### src/design/dsu_pkg.sv
// Shared constants and types for the debug serial port.
package dsu_pkg;

   // Register offsets on the plain register port.
   localparam logic [31:0] ADDR_MODE_FIRST  = 32'h0B0001A0;
   localparam logic [31:0] ADDR_MODE_SECOND = 32'h0B0001A2;
   localparam logic [31:0] ADDR_RX_EXT      = 32'h0B0001A8;
   localparam logic [31:0] ADDR_RX_PLAIN    = 32'h0B0001AA;
   localparam logic [31:0] ADDR_TX_EXT      = 32'h0B0001AC;
   localparam logic [31:0] ADDR_TX_PLAIN    = 32'h0B0001AE;
   localparam logic [31:0] ADDR_RX_STATUS   = 32'h0B0001B0;
   localparam logic [31:0] ADDR_INT_FLAGS   = 32'h0B0001B2;
   localparam logic [31:0] ADDR_RATE_SEL    = 32'h0B0001B6;
   localparam logic [31:0] ADDR_SOFT_RESET  = 32'h0B0001B8;
   localparam logic [31:0] ADDR_LINE_STATE  = 32'h0B0001BA;

   // Interrupt flag positions.
   localparam int FLAG_TX_DONE  = 0;
   localparam int FLAG_RX_DONE  = 1;
   localparam int FLAG_RX_ERR   = 2;
   localparam int FLAG_CTS_CHG  = 3;
   localparam int FLAG_W        = 4;

   // Field positions.
   localparam int RATE_ENABLE_BIT = 7;
   localparam int RATE_SEL_MSB    = 2;
   localparam int SOFT_RESET_BIT  = 0;
   localparam int RX_ENABLE_BIT   = 6;
   localparam int PARITY_MSB      = 3;
   localparam int PARITY_LSB      = 2;
   localparam int CHAR8_BIT       = 1;
   localparam int STOP2_BIT       = 0;
   localparam int EXT_BIT         = 0;
   localparam int TX_BUSY_BIT     = 7;
   localparam int PARITY_ERR_BIT  = 2;
   localparam int FRAMING_ERR_BIT = 1;
   localparam int OVERRUN_ERR_BIT = 0;

   // Values after reset.
   localparam logic [8:0]  TX_DATA_RESET = 9'h1FF;
   localparam logic [15:0] REG_RESET     = 16'h0000;

   // Parity modes held in the first mode register.
   localparam logic [1:0] PAR_NONE = 2'h0;
   localparam logic [1:0] PAR_ZERO = 2'h1;
   localparam logic [1:0] PAR_ODD  = 2'h2;
   localparam logic [1:0] PAR_EVEN = 2'h3;

   // Timing.
   localparam int unsigned CLK_HZ         = 20_000_000;
   localparam int unsigned OVERSAMPLE     = 16;
   localparam logic [3:0]  BIT_TICKS      = 4'hF;
   localparam logic [3:0]  HALF_BIT_TICKS = 4'h7;
   localparam int unsigned RATE_BPS [8] = '{1200, 2400, 4800, 9600,
                                            19200, 38400, 57600, 115200};

   typedef enum logic [1:0] {RX_IDLE, RX_START, RX_DATA} dsu_rx_state_t;

endpackage : dsu_pkg

### src/design/dsu_debug_serial_uart.sv
// Debug serial port: register file, baud generator, transmitter and receiver.
//
// The strobed register port was decided locally.
`timescale 1ns/1ps

module dsu_debug_serial_uart #(
   parameter int ADDR_W = 32
) (
   // Clock and reset.
   input  wire logic              clk,
   input  wire logic              srst,
   // Register port.
   input  wire logic [ADDR_W-1:0] regAddr,
   input  wire logic [15:0]       regWdata,
   input  wire logic              regWrite,
   input  wire logic              regRead,
   output      logic [15:0]       regRdata,
   // Serial pins.
   input  wire logic              serialRxPin,
   input  wire logic              clearToSendInN,
   output      logic              serialTxPin,
   output      logic              requestToSendOutN
);

   function automatic logic [15:0] divisorOf(input logic [2:0] sel);
      int unsigned rate;
      rate = dsu_pkg::RATE_BPS[sel];
      divisorOf = 16'((dsu_pkg::CLK_HZ + (dsu_pkg::OVERSAMPLE * rate) / 2)
                      / (dsu_pkg::OVERSAMPLE * rate));
   endfunction : divisorOf

   function automatic logic parityOf(input logic [8:0] data, input logic [3:0] nBits,
                                     input logic [1:0] mode);
      logic p;
      p = 1'b0;
      for (int i = 0; i < 9; i++) begin
         if (i < int'(nBits)) begin
            p = p ^ data[i];
         end
      end
      unique case (mode)
         dsu_pkg::PAR_EVEN: parityOf = p;
         dsu_pkg::PAR_ODD:  parityOf = ~p;
         dsu_pkg::PAR_ZERO: parityOf = 1'b0;
         dsu_pkg::PAR_NONE: parityOf = 1'b0;
      endcase
   endfunction : parityOf

   function automatic logic [12:0] frameOf(input logic [8:0] data, input logic [3:0] nBits,
                                           input logic [1:0] mode);
      logic [12:0] f;
      f = 13'h1FFF;
      f[0] = 1'b0;
      for (int i = 0; i < 9; i++) begin
         if (i < int'(nBits)) begin
            f[i+1] = data[i];
         end
      end
      if (mode != dsu_pkg::PAR_NONE) begin
         f[nBits+4'h1] = parityOf(data, nBits, mode);
      end
      frameOf = f;
   endfunction : frameOf

   // Registers.
   logic [15:0]               modeFirst_ff;
   logic [15:0]               modeSecond_ff;
   logic [8:0]                txData_ff;
   logic [7:0]                rateSel_ff;
   logic                      softRst_ff;
   logic [dsu_pkg::FLAG_W-1:0] flags_ff;
   logic [15:0]               rdata_ff;
   logic [15:0]               baudCnt_ff;
   logic                      tick_ff;
   logic [2:0]                rxSync_ff;
   logic [2:0]                ctsSync_ff;
   logic                      rxFilt_ff;
   logic                      ctsFilt_ff;
   logic                      rxPrev_ff;
   logic                      txBusy_ff;
   logic [12:0]               txShift_ff;
   logic [3:0]                txLeft_ff;
   logic [3:0]                txSub_ff;
   logic                      txPin_ff;
   dsu_pkg::dsu_rx_state_t    rxState_ff;
   logic [3:0]                rxSub_ff;
   logic [3:0]                rxIdx_ff;
   logic [10:0]               rxShift_ff;
   logic [8:0]                rxBuf_ff;
   logic                      rxUnread_ff;
   logic [2:0]                rxErr_ff;

   // Decode.
   wire unitRst   = srst | softRst_ff;
   wire wrModeA   = regWrite && (regAddr == ADDR_W'(dsu_pkg::ADDR_MODE_FIRST));
   wire wrModeB   = regWrite && (regAddr == ADDR_W'(dsu_pkg::ADDR_MODE_SECOND));
   wire wrTxExt   = regWrite && (regAddr == ADDR_W'(dsu_pkg::ADDR_TX_EXT));
   wire wrTxPlain = regWrite && (regAddr == ADDR_W'(dsu_pkg::ADDR_TX_PLAIN));
   wire wrFlags   = regWrite && (regAddr == ADDR_W'(dsu_pkg::ADDR_INT_FLAGS));
   wire wrRate    = regWrite && (regAddr == ADDR_W'(dsu_pkg::ADDR_RATE_SEL));
   wire wrSoftRst = regWrite && (regAddr == ADDR_W'(dsu_pkg::ADDR_SOFT_RESET));
   wire rdRxBuf   = regRead && ((regAddr == ADDR_W'(dsu_pkg::ADDR_RX_EXT)) ||
                                (regAddr == ADDR_W'(dsu_pkg::ADDR_RX_PLAIN)));
   wire txStart   = wrTxExt | wrTxPlain;
   wire rxEnable  = modeFirst_ff[dsu_pkg::RX_ENABLE_BIT];
   wire rateOn    = rateSel_ff[dsu_pkg::RATE_ENABLE_BIT];
   wire [1:0] parMode = modeFirst_ff[dsu_pkg::PARITY_MSB:dsu_pkg::PARITY_LSB];
   wire parOn     = parMode != dsu_pkg::PAR_NONE;
   wire [3:0] nData = modeSecond_ff[dsu_pkg::EXT_BIT] ? 4'h9 :
                      (modeFirst_ff[dsu_pkg::CHAR8_BIT] ? 4'h8 : 4'h7);
   wire [3:0] txBits = 4'h2 + nData + {3'h0, parOn} + {3'h0, modeFirst_ff[dsu_pkg::STOP2_BIT]};
   wire [3:0] rxLast = nData + {3'h0, parOn};
   wire [15:0] divisor = divisorOf(rateSel_ff[dsu_pkg::RATE_SEL_MSB:0]);
   wire [8:0] txLoad = wrTxExt ? regWdata[8:0] : {txData_ff[8], regWdata[7:0]};
   wire [8:0] dataMask = 9'((10'h1 << nData) - 10'h1);

   // Receive and transmit completion decode, and clear-to-send change.
   wire rxSampleBit = (rxState_ff == dsu_pkg::RX_DATA) && tick_ff &&
                      (rxSub_ff == dsu_pkg::BIT_TICKS);
   wire rxDone    = rxEnable && rxSampleBit && (rxIdx_ff == rxLast);
   wire [10:0] rxFrame = rxShift_ff | (11'h0);
   wire [8:0] rxChar = rxFrame[8:0] & dataMask;
   wire rxParBit  = rxFrame[nData];
   wire parityErr = parOn && (rxParBit != parityOf(rxChar, nData, parMode));
   wire framingErr = ~rxFilt_ff;
   wire [2:0] newErr = {parityErr, framingErr, rxUnread_ff & ~rdRxBuf};
   wire txDone = txBusy_ff && tick_ff && (txSub_ff == dsu_pkg::BIT_TICKS) &&
                 (txLeft_ff == 4'h1);
   wire ctsChange = ctsFilt_ff != (ctsSync_ff[2] ? 1'b1 : 1'b0) && (ctsSync_ff[1] == ctsSync_ff[2]);

   // Flag set vector; a set in the same cycle as its clear wins.
   wire [dsu_pkg::FLAG_W-1:0] flagSet = {ctsChange,
                                          rxDone && (newErr != 3'h0),
                                          rxDone,
                                          txDone};
   wire [dsu_pkg::FLAG_W-1:0] flagClr = wrFlags ? regWdata[dsu_pkg::FLAG_W-1:0] : 4'h0;
   wire [dsu_pkg::FLAG_W-1:0] nxt_flags = (flags_ff & ~flagClr) | flagSet;

   // Read multiplexer; unmapped addresses read as zero.
   logic [15:0] nxt_rdata;
   always_comb begin
      nxt_rdata = 16'h0000;
      unique case (1'b1)
         regAddr == ADDR_W'(dsu_pkg::ADDR_MODE_FIRST):  nxt_rdata = modeFirst_ff;
         regAddr == ADDR_W'(dsu_pkg::ADDR_MODE_SECOND): nxt_rdata = modeSecond_ff;
         regAddr == ADDR_W'(dsu_pkg::ADDR_RX_EXT):      nxt_rdata = {7'h00, rxBuf_ff};
         regAddr == ADDR_W'(dsu_pkg::ADDR_RX_PLAIN):    nxt_rdata = {8'h00, rxBuf_ff[7:0]};
         regAddr == ADDR_W'(dsu_pkg::ADDR_TX_EXT):      nxt_rdata = {7'h00, txData_ff};
         regAddr == ADDR_W'(dsu_pkg::ADDR_TX_PLAIN):    nxt_rdata = {8'h00, txData_ff[7:0]};
         regAddr == ADDR_W'(dsu_pkg::ADDR_RX_STATUS):   nxt_rdata = {8'h00, txBusy_ff, 4'h0,
                                                                     rxErr_ff};
         regAddr == ADDR_W'(dsu_pkg::ADDR_INT_FLAGS):   nxt_rdata = {12'h000, flags_ff};
         regAddr == ADDR_W'(dsu_pkg::ADDR_RATE_SEL):    nxt_rdata = {8'h00, rateSel_ff};
         regAddr == ADDR_W'(dsu_pkg::ADDR_LINE_STATE):  nxt_rdata = {14'h0000, rxFilt_ff,
                                                                     ctsFilt_ff};
         default:                                       nxt_rdata = 16'h0000;
      endcase
   end

   // Register file. The soft reset bit is a one-cycle pulse that resets the whole port except the read data register.
   always_ff @(posedge clk) begin
      if (unitRst) begin
         modeFirst_ff  <= dsu_pkg::REG_RESET;
         modeSecond_ff <= dsu_pkg::REG_RESET;
         txData_ff     <= dsu_pkg::TX_DATA_RESET;
         rateSel_ff    <= 8'h00;
         flags_ff      <= 4'h0;
      end else begin
         if (wrModeA) begin
            modeFirst_ff <= regWdata;
         end
         if (wrModeB) begin
            modeSecond_ff <= regWdata;
         end
         if (txStart) begin
            txData_ff <= txLoad;
         end
         if (wrRate) begin
            rateSel_ff <= {regWdata[dsu_pkg::RATE_ENABLE_BIT], 4'h0, regWdata[2:0]};
         end
         flags_ff <= nxt_flags;
      end
   end

   always_ff @(posedge clk) begin
      if (srst) begin
         softRst_ff <= 1'b0;
         rdata_ff   <= 16'h0000;
      end else begin
         softRst_ff <= wrSoftRst && regWdata[dsu_pkg::SOFT_RESET_BIT];
         rdata_ff   <= regRead ? nxt_rdata : 16'h0000;
      end
   end

   // Baud generator: one tick per sixteenth of a bit, idle while disabled.
   always_ff @(posedge clk) begin
      if (unitRst || !rateOn) begin
         baudCnt_ff <= 16'h0000;
         tick_ff    <= 1'b0;
      end else begin
         tick_ff    <= (baudCnt_ff == divisor - 16'h1);
         baudCnt_ff <= (baudCnt_ff >= divisor - 16'h1) ? 16'h0000 : baudCnt_ff + 16'h1;
      end
   end

   // Pin synchronisers; a level is taken once the second and third stages agree.
   always_ff @(posedge clk) begin
      if (unitRst) begin
         rxSync_ff  <= 3'h7;
         ctsSync_ff <= 3'h7;
         rxFilt_ff  <= 1'b1;
         ctsFilt_ff <= 1'b1;
         rxPrev_ff  <= 1'b1;
      end else begin
         rxSync_ff  <= {rxSync_ff[1:0], serialRxPin};
         ctsSync_ff <= {ctsSync_ff[1:0], clearToSendInN};
         rxPrev_ff  <= rxFilt_ff;
         if (rxSync_ff[1] == rxSync_ff[2]) begin
            rxFilt_ff <= rxSync_ff[2];
         end
         if (ctsSync_ff[1] == ctsSync_ff[2]) begin
            ctsFilt_ff <= ctsSync_ff[2];
         end
      end
   end

   // Transmitter. A write while busy restarts the frame; software is expected not to.
   always_ff @(posedge clk) begin
      if (unitRst) begin
         txBusy_ff  <= 1'b0;
         txShift_ff <= 13'h1FFF;
         txLeft_ff  <= 4'h0;
         txSub_ff   <= 4'h0;
         txPin_ff   <= 1'b1;
      end else if (txStart) begin
         txBusy_ff  <= 1'b1;
         txShift_ff <= frameOf(txLoad, nData, parMode);
         txLeft_ff  <= txBits;
         txSub_ff   <= 4'h0;
         txPin_ff   <= 1'b0;
      end else if (txBusy_ff && tick_ff) begin
         txSub_ff <= txSub_ff + 4'h1;
         if (txSub_ff == dsu_pkg::BIT_TICKS) begin
            txShift_ff <= {1'b1, txShift_ff[12:1]};
            txLeft_ff  <= txLeft_ff - 4'h1;
            txPin_ff   <= (txLeft_ff == 4'h1) ? 1'b1 : txShift_ff[1];
            if (txLeft_ff == 4'h1) begin
               txBusy_ff <= 1'b0;
            end
         end
      end
   end

   // Receiver.
   always_ff @(posedge clk) begin
      if (unitRst || !rxEnable) begin
         rxState_ff <= dsu_pkg::RX_IDLE;
         rxSub_ff   <= 4'h0;
         rxIdx_ff   <= 4'h0;
      end else begin
         unique case (rxState_ff)
            dsu_pkg::RX_IDLE: begin
               rxSub_ff <= 4'h0;
               if (rxPrev_ff && !rxFilt_ff) begin
                  rxState_ff <= dsu_pkg::RX_START;
               end
            end
            dsu_pkg::RX_START: begin
               if (tick_ff) begin
                  rxSub_ff <= rxSub_ff + 4'h1;
                  if (rxSub_ff == dsu_pkg::HALF_BIT_TICKS) begin
                     rxSub_ff   <= 4'h0;
                     rxIdx_ff   <= 4'h0;
                     rxState_ff <= rxFilt_ff ? dsu_pkg::RX_IDLE : dsu_pkg::RX_DATA;
                  end
               end
            end
            dsu_pkg::RX_DATA: begin
               if (tick_ff) begin
                  rxSub_ff <= rxSub_ff + 4'h1;
               end
               if (rxSampleBit) begin
                  rxIdx_ff <= rxIdx_ff + 4'h1;
                  if (rxIdx_ff == rxLast) begin
                     rxState_ff <= dsu_pkg::RX_IDLE;
                  end
               end
            end
         endcase
      end
   end

   always_ff @(posedge clk) begin
      if (unitRst) begin
         rxShift_ff <= 11'h000;
      end else if (rxSampleBit && rxEnable) begin
         rxShift_ff[rxIdx_ff] <= rxFilt_ff;
      end
   end

   // Receive buffer and error status; a new character takes precedence over a read.
   always_ff @(posedge clk) begin
      if (unitRst) begin
         rxBuf_ff    <= 9'h000;
         rxUnread_ff <= 1'b0;
         rxErr_ff    <= 3'h0;
      end else if (rxDone) begin
         rxBuf_ff    <= rxChar;
         rxUnread_ff <= 1'b1;
         rxErr_ff    <= newErr;
      end else if (rdRxBuf) begin
         rxUnread_ff <= 1'b0;
         rxErr_ff    <= 3'h0;
      end
   end

   assign regRdata          = rdata_ff;
   assign serialTxPin       = txPin_ff;
   assign requestToSendOutN = ~modeFirst_ff[dsu_pkg::RX_ENABLE_BIT];

endmodule : dsu_debug_serial_uart

### config.mk
export PLATFORM = sky130hd
export DESIGN_NAME = dsu_debug_serial_uart
export DESIGN_NICKNAME = d
export VERILOG_FILES = /design/src/design/dsu_pkg.sv /design/src/design/dsu_debug_serial_uart.sv
export SDC_FILE = /design/constraint.sdc
export NUM_CORES = 1
export LEC_CHECK = 0
export BUFFER_PORTS_ARGS = -buffer_cell sky130_fd_sc_hd__buf_2
export CAP_MARGIN = 20
export CELL_PAD_IN_SITES_DETAIL_PLACEMENT = 1
export CELL_PAD_IN_SITES_GLOBAL_PLACEMENT = 2
export CORE_ASPECT_RATIO = 1.25
export CORE_UTILIZATION = 39
export DETAILED_ROUTE_END_ITERATION = 6
export GPL_TIMING_DRIVEN = 0
export PLACE_DENSITY = 0.95
export REMOVE_ABC_BUFFERS = 1
export SLEW_MARGIN = 25
export SYNTH_ARGS = -nofsm -noshare
export SYNTH_HDL_FRONTEND = slang
export SYNTH_SLANG_ARGS = --single-unit
### constraint.sdc
create_clock -name clk -period 85.1 [get_ports clk]
set_input_delay 8.51 -clock clk [delete_from_list [all_inputs] [get_ports clk]]
set_output_delay 8.51 -clock clk [all_outputs]
set_load 0.03 [all_outputs]
## Word-level counts from Yosys, hierarchy flattened

Memory sizes are Yosys's and may differ from the RTL's.
Index checks and enable logic that the tools add are counted.

- Magnitude comparators: 16
- Bitwise gates (word level): 30
- Multiply operators: 0
- Mux-type cells: 127
- Equal/unequal tests: 32
- Shifts and indexed selects: 1
- Add/sub/neg operators: 13
- Reduce and logical (&&, ||, !) cells: 46
- Div/mod/pow operators: 1

Operators with widths:

| operator | number |
|---|---|
| equality test 32 x 28 -> 1 bit (second input constant) | 11 |
| one-hot mux 16 bit (10 select lines) | 1 |
| 2-to-1 mux 1 bit | 89 |
| 2-to-1 mux 28 bit | 2 |
| 2-to-1 mux 13 bit | 4 |
| 2-to-1 mux 4 bit | 12 |
| adder 25 x 31 -> 32 bit (first input constant) | 1 |
| divider 32 x 32 -> 32 bit | 1 |
| logical AND 1 bit | 22 |
| adder 16 x 1 -> 16 bit (second input constant) | 1 |
| adder 4 x 1 -> 4 bit (second input constant) | 4 |
| equality test 16 bit | 1 |
| greater-or-equal comparator 16 bit | 1 |
| < comparator 3 x 4 -> 1 bit (first input constant) | 4 |
| subtractor 16 x 1 -> 16 bit (second input constant) | 1 |
| bitwise XOR 1 bit | 16 |
| < comparator 4 x 5 -> 1 bit (second input constant) | 3 |
| bitwise mux 13 bit | 1 |
| adder 4 x 1 -> 4 bit | 3 |
| 2-to-1 mux 2 bit | 6 |
| one-hot mux 4 bit (3 select lines) | 1 |
| nonzero test 2 bit | 6 |
| bitwise mux 11 bit | 1 |
| != test 2 bit (second input constant) | 5 |
| 42 further kinds | 69 |

- Bits in latches: 0
- ROM bits: 256
- Output and inout bits: 18
- Memories kept: 1
- Bits in registers: 149
- Bits of input ports: 54
- RAM bits: 0

Memories:

| name | words | bits a word | read ports | clocked after Yosys merged registers in | write ports | RTL line | text |
|---|---|---|---|---|---|---|---|
| (no name shown) | 8 | 32 | 1 | 0 | 0 | dsu_debug_serial_uart.sv:27 | `rate = dsu_pkg::RATE_BPS[sel];` |

## Longest topological paths before layout

Gate-level depths: netlist (run 1).

- Depth in word-level cells: 55
- Gate-level depth with buffers: 289
- Gate-level depth less buffers: 267

## Least setup slack after synthesis (run 1)

No wires, ideal clock.

- Path kind: reg-to-reg
- Start point: register rateSel_ff[1]
- End point: register baudCnt_ff[10]
- Setup slack: 33.785 ns
- Arrival: 51.188 ns
- Clock period less this slack: 51.315 ns
- Stages on the path, launching flop included: 263
- Library setup time: 0.128 ns
- Cells stage by stage: dfxtp_1 > clkbuf_1 > inv_1 > ha_1 > nor2_1 > clkinv_1 > clkbuf_1 > ha_1 > nand2_1 > a21oi_1 > o211a_1 > nand2_1 > o31ai_1 > ha_1 > nor3b_1 > o2111a_1 > o31a_1 > nor3_1 > [... 227 more ...] > nand2_1 > nor3_1 > ha_1 > nand3_1 > or3_1 > nor3_1 > nand3_1 > or3_1 > nor3_1 > a21oi_1 > ha_1 > nand4_1 > or4_1 > nor3_1 > a311oi_1 > o21ai_1 > clkbuf_1 > nor2_1

- Longest elaborated chain between the ends: 9

Ends and longest elaborated chain:

| element | RTL line | text |
|---|---|---|
| start, declared | dsu_debug_serial_uart.sv:69 | `logic [7:0] rateSel_ff;` |
| start signal, assigned | dsu_debug_serial_uart.sv:179 | `rateSel_ff <= {regWdata[dsu_pkg::RATE_ENABLE_BIT], 4'h0, regWdata[2:0]};` |
| NOT 3 -> 4 bit (not written as such) (*) | dsu_debug_serial_uart.sv:27 |  |
| memory read (8 x 32 bit) (*) | -- |  |
| 2-to-1 mux 28 bit (not written as such) (*) (2 in a row) | dsu_debug_serial_uart.sv:27 |  |
| adder 25 x 31 -> 32 bit | dsu_debug_serial_uart.sv:28 | `divisorOf = 16'((dsu_pkg::CLK_HZ + (dsu_pkg::OVERSAMPLE * rate) / 2)` |
| divider 32 x 32 -> 32 bit (*) | dsu_debug_serial_uart.sv:29 | `/ (dsu_pkg::OVERSAMPLE * rate));` |
| subtractor 16 x 1 -> 16 bit (*) | dsu_debug_serial_uart.sv:202 | `baudCnt_ff <= (baudCnt_ff >= divisor - 16'h1) ? 16'h0000 : baudCnt_ff + 16'h1;` |
| greater-or-equal comparator 16 bit (*) | dsu_debug_serial_uart.sv:202 |  |
| OR reduction 2 bit (no source line) (*) | -- |  |
| end signal, assigned | dsu_debug_serial_uart.sv:202 |  |
| end, declared | dsu_debug_serial_uart.sv:73 | `logic [15:0] baudCnt_ff;` |

Mark *: on every way between the ends. The rest lies on a longest branch, timed or not. The select of a mux whose other input is x is not followed.
A chain may end at the register's enable or synchronous reset.

## Worst setup path in the final report (run 1)

- Start point: register rateSel_ff[1]
- End point: register baudCnt_ff[13]

Same word-level chain as after synthesis.

==> results of run 1 <==
==> stage by stage <==
stage / hold slack (ns) / setup WS, ns
after floorplan: 0.384 / 33.07
after global placement: 0.406 / 13.55
after detailed placement: 0.405 / 18.89
after CTS: 0.413 / 18.66
after global routing: 0.444 / 13.32
final: 0.410 / 17.29
==> how the worst max path moves through the flow <==
stage / from / endpoint / slack [ns] / depth (start not counted)
finish: rateSel_ff[1]$_SDFFE_PP0P_ / baudCnt_ff[13]$_SDFF_PP0_ / 17.29 / 239
global route: rateSel_ff[1]$_SDFFE_PP0P_ / baudCnt_ff[13]$_SDFF_PP0_ / 13.32 / 242
CTS: rateSel_ff[1]$_SDFFE_PP0P_ / baudCnt_ff[13]$_SDFF_PP0_ / 18.66 / 239
detailed placement: rateSel_ff[1]$_SDFFE_PP0P_ / baudCnt_ff[6]$_SDFF_PP0_ / 18.89 / 239
global placement: rateSel_ff[2]$_SDFFE_PP0P_ / baudCnt_ff[11]$_SDFF_PP0_ / 13.55 / 234
floorplan: rateSel_ff[1]$_SDFFE_PP0P_ / baudCnt_ff[10]$_SDFF_PP0_ / 33.07 / 235
==> power breakdown <==
part | leakage (nW) | internal, mW | total [mW] | switching (mW)
clock network | 0.314 | 0.0507 | 0.0807 | 0.0300
logic | 9.31 | 0.0870 | 0.206 | 0.119
registers | 1.19 | 0.0689 | 0.0690 | 0.0000720
==> layer usage <==
metal | routed length [um] | vias up | part of all wire, % | global-route usage [%]
met3 | 5100 | 364 | 5.2 | 3.69
met1 | 37400 | 13200 | 38 | 32.7
met4 | 6900 | 4 | 7.0 | 20.0
met2 | 48700 | 962 | 50 | 56.0
met5 | 23 | - | 0.023 | 0
li1 | - | 12500 | - | -
==> kinds of logic after synthesis <==
| kind of cell | synth area share, % |
|---|---|
| mux | 4.30 |
| flops | 12.2 |
| other cells | 0.0313 |
| xor+xnor | 8.31 |
| simple gates | 28.2 |
| compound gates | 30.5 |
| buf+inv | 4.46 |
| fa+ha+maj | 12.0 |
==> Yosys cell counts (56+ instances only) <==
cell | instances | area (um^2)
nand2_1 | 428 | 1610
a21oi_1 | 305 | 1530
nor2_1 | 298 | 1120
ha_1 | 223 | 2790
o21ai_0 | 193 | 966
xnor2_1 | 149 | 1310
dfxtp_1 | 147 | 2940
clkbuf_1 | 120 | 450
nand3_1 | 120 | 601
inv_1 | 104 | 390
nor3_1 | 93 | 465
a21o_1 | 79 | 593
xor2_1 | 77 | 674
nand2b_1 | 56 | 350
==> layout make-up <==
class                      count  area, um^2
inverter                     115         434
clock buffer                  20         457
fill                        7781       34900
antenna                        1        2.50
timing repair buffer          87         658
multi-input combinational   2997       20200
sequential                   147        2950
clock inverter                12         179
tap                          824        1030
==> flip-flops by register name (all words and copies together), names as in the netlist, 9 cells and up <==
name	count
baudCnt_ff	16
modeFirst_ff	16
modeSecond_ff	16
regRdata	16
rxBuf_ff	9
rxFrame	10
txData_ff	9
txShift_ff	12
==> worst reg2reg max path, delay by kind of cell (launching register included) <==
family | cells | cell delay, ns
xor gates and xnor gates | 1 | 0.25
adders and majority gates | 24 | 8.47
muxes | 3 | 1.52
buffers and inverters | 13 | 2.87
DFF | 1 | 0.82
AOI/OAI and AO/OA | 106 | 28.84
and+or+nand+nor | 92 | 24.87
==> flow_summary.json, run 1 <==
{
  "clock-sinks": 147,
  "cp_slowest_cell": "o311ai_1",
  "synth-edff-count": 0,
  "finalSetupViolations": 0,
  "yosysSeqAreaShare_pct": 12.2,
  "place_area_um2": 25300,
  "core_um2": 60800,
  "post-route-drc-count": 0,
  "final_common_cell": "nand2_1",
  "worstReg2RegEnd": "baudCnt_ff[13]$_SDFF_PP0_",
  "grt_pass1_vias": 27600,
  "grt_antenna_before_repair": 3,
  "drtPass1Iterations": 5,
  "fmax_mhz": 14.7,
  "reg2reg_depth": 239,
  "regToRegSetupSlack_ns": 17.29,
  "path_class": "reg -> reg",
  "root_buffer": "clkbuf_16",
  "critPathRequiredTime_ns": 85.38,
  "synth_area_per_cell_um2": 7.06,
  "cts_hold_buf": 0,
  "synth-async-reset-ratio_pct": 0,
  "drive_above_1_share_pct": 9.09,
  "wl_um": 98100,
  "hold_path_depth": 1,
  "die-area_um2": 62600,
  "cts_made_buffers": 17,
  "die_y_um": 280,
  "cp-start-kind": "flop",
  "postLayoutCoreUtil_pct": 42.6,
  "hold_path.startpoint": "ctsSync_ff[0]$_SDFF_PP1_",
  "ir_worst_vdd_mv": 0.0367,
  "start_util_pct": 39.5,
  "cap_violations": 0,
  "min_to": "ctsSync_ff[1]$_SDFF_PP1_",
  "final_cell_mix": "425 x nand2_1, 303 x a21oi_1, 295 x nor2_1",
  "place_inst": 4170,
  "cts_resized": 0,
  "nets": 3643,
  "synth_seq_cells": 147,
  "vias_per_cell": 6.43,
  "drtIter0Drc": 1750,
  "grt_max_degree": 69,
  "post_cts_buffers": 0,
  "vias": 27000,
  "layout.cells.non_filler": 4203,
  "critical-path-top-delay-family": "compound AO/OA/AOI/OAI gates",
  "status": "finished clean",
  "yosysWarnings": 0,
  "die_w_um": 224,
  "grt_pass1_wl_um": 151000,
  "hold_path.class": "reg -> reg",
  "worst_pin_slew_ns": 1.09,
  "r2r_start": "rateSel_ff[1]$_SDFFE_PP0P_",
  "num_rows": 101,
  "postLayoutCellArea_um2": 25900,
  "cp-end-kind": "flop",
  "min_period_ns": 67.81,
  "hold_viol_final": 0,
  "track_usage_pct": 30.5,
  "slew_viol_final": 0,
  "period_share_pct": 79.7,
  "arrival_ns": 68.09,
  "clock_path_buffers": 2,
  "path_clk_slew_ns": 0.06,
  "area_growth_pct": 7.87,
  "io_pins": 72,
  "finalPower_mw": 0.356,
  "critPathBufInv": 13,
  "relSlewSlack_pct": 26.7,
  "yosysUniqueCellTypes": 135,
  "skew_ns": 0.00758,
  "overflow": 0,
  "clkLatencyLatePin_ns": 0.43,
  "drtAntennaViolNets": 0,
  "crit_fanout": 28,
  "powerDensity_nw_per_um2": 13.7,
  "synth_cells": 3404,
  "synthFlopType": "dfxtp_1",
  "io_buffer_count": 71,
  "synth_area_um2": 24000,
  "dp_hpwl_um": 75700,
  "tns_ns": 0,
  "wire_per_inst_um": 23.3,
  "htree_num_levels": 4,
  "rsz0062_at_grt": "false",
  "p_leak_nw": 10.8,
  "gp_congestion": 0.925,
  "cpPeakStageDelay_ns": 0.89,
  "cts_tree": "built"
}
Power figures use the tool's default switching activity.
==> run 2: changes to the inputs <==
Settings changed: ABC_AREA set to 1, CORE_UTILIZATION 39 to 35, PLACE_DENSITY 0.95 to 0.93.
Clock period 85.1 ns to 68.5 ns, I/O delays scaled along.
==> run 2 against run 1 <==
Effect of this change: routed wire length down 12%; largest cell class unchanged; critical endpoint is now baudCnt_ff[11]$_SDFF_PP0_; non-clock buffer count decreased by 4; die area rose by 5.9%; critical path depth unchanged; sequential share of layout area up 0.57 points.
==> flow_summary.json, run 2 <==
{
  "synth-async-reset-ratio_pct": 0,
  "drtAntennaViolNets": 0,
  "synth_largest_area_cell": "nand2_1",
  "place_ws_ns": 19.29,
  "cp-start-kind": "flop",
  "overflow": 0,
  "yosysSeqAreaShare_pct": 12.9,
  "die-area_um2": 66300,
  "io_pins": 72,
  "path_class": "reg -> reg",
  "crit_start": "rateSel_ff[1]$_SDFFE_PP0P_",
  "relSlewSlack_pct": 33.7,
  "diodes": 0,
  "root_buffer": "clkbuf_16",
  "track_usage_pct": 25.8,
  "post-route-drc-count": 0,
  "wire_per_inst_um": 18.5,
  "clock-sinks": 147,
  "ys_top_cells_by_area": "nand2_1 15%, dfxtp_1 13%, ha_1 12%",
  "wl_um": 86300,
  "vias": 25300,
  "cp_slowest_cell": "nand2_2",
  "cts_hold_buf": 0,
  "status": "finished clean",
  "synth_area_um2": 22800,
  "area_growth_pct": 7.92,
  "r2r_start": "rateSel_ff[1]$_SDFFE_PP0P_",
  "die_y_um": 288,
  "reg2reg_depth": 239,
  "hold_path_depth": 1,
  "grt_max_degree": 33,
  "crit_top_cell": "nand2_1",
  "cpPeakStageDelay_ns": 0.91,
  "rsz0062_at_grt": "false",
  "hold_path.startpoint": "rxSync_ff[0]$_SDFF_PP1_",
  "final_cell_mix": "930 x nand2_1, 499 x inv_1, 319 x nor2_1",
  "fmax_mhz": 20.5,
  "skew_ns": 0.0136,
  "synthFlopType": "dfxtp_1",
  "cts_tree": "built",
  "synth_top_area_share_pct": 15.3,
  "synth_cells": 3778,
  "core_um2": 64400,
  "htree_num_levels": 4,
  "period_share_pct": 71.3,
  "regToRegSetupSlack_ns": 19.66,
  "slew_viol_final": 0,
  "path_clk_slew_ns": 0.07,
  "io_buffer_count": 71,
  "ys_top_cells_by_count": "933 x nand2_1, 504 x inv_1, 326 x nor2_1",
  "finalSetupViolations": 0,
  "tns_ns": 0,
  "cts_resized": 0,
  "synth_area_per_cell_um2": 6.05,
  "grt_pass1_wl_um": 138000,
  "num_rows": 104,
  "hold_path.class": "reg -> reg",
  "timing.final.ws_setup_ns": 19.66,
  "die_w_um": 231,
  "drtIter0Drc": 1113,
  "nets": 4089,
  "cp-end-kind": "flop",
  "critPathRequiredTime_ns": 68.87,
  "dp_hpwl_um": 68900,
  "hold_viol_final": 0,
  "grt_pass1_vias": 26100,
  "min_period_ns": 48.84,
  "synth_most_common_cell": "nand2_1",
  "post_cts_buffers": 0,
  "grt_antenna_before_repair": 0,
  "cts_made_buffers": 17,
  "synth-edff-count": 0,
  "final_common_cell": "nand2_1",
  "drtPass1Iterations": 5,
  "arrival_ns": 49.20,
  "worst_pin_slew_ns": 0.991,
  "start_util_pct": 35.5,
  "gp_congestion": 0.908,
  "cap_violations": 0,
  "yosysUniqueCellTypes": 81,
  "vias_per_cell": 5.41,
  "drive_above_1_share_pct": 9.34,
  "clock_path_buffers": 2,
  "clkLatencyLatePin_ns": 0.43,
  "synth_seq_cells": 147,
  "crit_fanout": 30,
  "yosysWarnings": 0
}
## run 2: cell count changes in the layout (fill, tap and decap cells not counted), sizes merged, moves of 46 or more
cell / before / now
xnor2: 149 / 53
mux2i: 53 / 0
a21oi: 310 / 250
and3: 49 / 3
nand2b: 56 / 0
a21o: 79 / 6
nand2: 429 / 1015
nand3: 121 / 348
nor2: 300 / 349
nor2b: 47 / 0
xor2: 78 / 124
inv: 112 / 539
## run 2: layout make-up
class / count / area (um^2)
fillers: 8733 / 39800
multi-input cells: 3017 / 17400
flip-flops and latches: 147 / 2940
inverters: 545 / 2110
well taps: 848 / 1060
repair buffers: 83 / 599
clock buffers: 18 / 439
clock inverters: 14 / 121
## run 2: kinds of logic (layout without fill, tap and decap cells)
family                   Yosys count  after routing  share of synthesized area (%)
buffers and inverters            623            660                           11.8
AND/OR/NAND/NOR                 1950           1950                           39.8
AO/OA/AOI/OAI                    654            654                           16.3
flip-flops                       147            147                           12.9
multiplexers                       1              1                         0.0493
other                              2             11                         0.0329
adder cells (fa/ha/maj)          224            224                           12.3
XOR/XNOR                         177            177                           6.82
## run 2: per-layer routing
metal  GRT usage [%]  routed length, um
met5               0                  0
met4            11.8               3970
met3            2.26               2420
met2            48.6              44100
met1            29.2              35800
## run 2: critical path: cells and delay by family (launching register included)
| kind | cells | cell delay (ns) |
|---|---|---|
| flops | 1 | 0.77 |
| simple gates | 116 | 18.46 |
| buf+inv | 34 | 4.90 |
| xor+xnor | 1 | 0.19 |
| fa+ha+maj | 23 | 7.77 |
| compound gates | 65 | 16.56 |
## run 2: final timing paths
kind | to
worst min register to register | rxSync_ff[1]$_SDFF_PP1_
worst max-delay path | baudCnt_ff[11]$_SDFF_PP0_
worst max register to register | baudCnt_ff[11]$_SDFF_PP0_
worst min-delay path | rxSync_ff[1]$_SDFF_PP1_
## run 2: stage by stage
stage	std cells	utilization, %	hold WS (ns)	area, um^2
after detailed placement	4640	37.4	0.403	24100
after floorplan	3709	-	0.393	22300
after global placement	4628	36.8	0.395	23700
after global routing	4672	38.3	0.423	24700
after CTS	4672	38.3	0.418	24600
final	4672	38.3	0.413	24700
Power of run 2 is left out: the tool's default activity adds up to more than one toggle a clock period on the data nets, which glitch-free logic cannot reach.
==> run 3: changes to the inputs <==
Clock period 68.5 ns to 50.5 ns, I/O delays scaled along.
==> run 3 against run 2 <==
Effect of this change: critical path type unchanged; via count about the same; clock skew about the same; worst setup slack got worse by 15 ns; non-clock buffer count increased by 5.
==> flow_summary.json, run 3 (synthesis results as in run 2) <==
{
  "die-area_um2": 66300,
  "min_period_ns": 46.04,
  "fmax_mhz": 21.7,
  "io_buffer_count": 71,
  "drtAntennaViolNets": 0,
  "vias": 25300,
  "cpPeakStageDelay_ns": 0.63,
  "crit_top_cell": "nand2_1",
  "critPathBufInv": 33,
  "htree_num_levels": 4,
  "worst_pin_slew_ns": 1.00,
  "postLayoutCoreUtil_pct": 38.5,
  "grt.busiest_layer": "met2",
  "cp-start-kind": "flop",
  "crit_fanout": 30,
  "relSlewSlack_pct": 32.8,
  "path_clk_slew_ns": 0.07,
  "core_um2": 64400,
  "num_rows": 104,
  "io_pins": 72,
  "cts_tree": "built",
  "critical-path-top-delay-family": "simple AND/OR/NAND/NOR gates",
  "clkLatencyLatePin_ns": 0.43,
  "hold_viol_final": 0,
  "use_met1_pct": 29.2,
  "track_usage_pct": 25.8,
  "cp_slowest_cell": "a221oi_2",
  "critPathRequiredTime_ns": 50.82,
  "finalSetupViolations": 0,
  "gp_congestion": 0.908,
  "drive_above_1_share_pct": 9.69,
  "area_growth_pct": 8.45,
  "root_buffer": "clkbuf_16",
  "final_common_cell": "nand2_1",
  "grt_max_degree": 33,
  "start_util_pct": 35.5,
  "period_share_pct": 91.2,
  "hold_path.class": "reg -> reg",
  "slew_viol_final": 0,
  "post-route-drc-count": 0,
  "grt_pass1_vias": 26100,
  "dp_hpwl_um": 68900,
  "clock-sinks": 147,
  "grt_pass1_wl_um": 138000,
  "drtIter0Drc": 1105,
  "cts_made_buffers": 17,
  "overflow": 0,
  "grt_antenna_before_repair": 0,
  "rsz0062_at_grt": "false",
  "status": "finished clean",
  "die_y_um": 288,
  "cap_violations": 0,
  "arrival_ns": 46.36,
  "cp-end-kind": "flop",
  "die_w_um": 231,
  "vias_per_cell": 5.41,
  "postLayoutCellArea_um2": 24800,
  "place_area_um2": 24100,
  "met2_usage_pct": 48.6,
  "wire_per_inst_um": 18.5,
  "wl_um": 86600,
  "nets": 4094,
  "met3_usage_pct": 2.26,
  "diodes": 0,
  "path_class": "reg -> reg",
  "skew_ns": 0.0141,
  "drtPass1Iterations": 5,
  "clock_path_buffers": 2,
  "final_cell_mix": "930 x nand2_1, 497 x inv_1, 318 x nor2_1"
}
run 3: final timing paths:
check / startpoint / to / slack [ns] / cells after the start
worst max-delay path: rateSel_ff[0]$_SDFFE_PP0P_ / baudCnt_ff[11]$_SDFF_PP0_ / 4.46 / 242
worst min-delay path: rxSync_ff[0]$_SDFF_PP1_ / rxSync_ff[1]$_SDFF_PP1_ / 0.41 / 1
worst max register to register: rateSel_ff[0]$_SDFFE_PP0P_ / baudCnt_ff[11]$_SDFF_PP0_ / 4.46 / 242
worst min register to register: rxSync_ff[0]$_SDFF_PP1_ / rxSync_ff[1]$_SDFF_PP1_ / 0.41 / 1
run 3: metrics by stage:
step	TNS, ns	instances	setup WS [ns]	hold WS, ns
global route	0	4677	0.0373	0.423
floorplan	0	3709	12.93	0.393
global placement	-8.71	4628	-0.689	0.395
CTS	0	4672	1.18	0.418
detailed placement	0	4640	1.29	0.403
finish	0	4677	4.46	0.413
run 3: worst register-to-register path: cells and delay by family, from the launching register on:
family	cells	cell delay (ns)
compound gates	66	14.98
xor+xnor	1	0.16
fa+ha+maj	23	7.77
buf+inv	33	4.40
flops	1	0.61
simple gates	119	17.97
run 3: final cells by class:
class / instances / area [um^2]
Fill cell: 8722 / 39600
Multi-Input combinational cell: 3017 / 17400
Sequential cell: 147 / 2950
Inverter: 545 / 2120
Tap cell: 848 / 1060
Timing Repair Buffer: 88 / 637
Clock buffer: 18 / 439
Clock inverter: 14 / 121
run 3: metal layers:
metal	part of all wire, %	wire [um]
met1	41	35800
met2	51	44300
met3	3.0	2640
met4	4.5	3890
met5	0	0
run 3: what timing repair did:
item / in CTS / in global routing
resized for setup: 0 / 21
endpoints found under the setup margin: 0 / 17
buffers inserted: 0 / 5
hold buffers: 0 / 0
Power of run 3 is left out for the same reason.
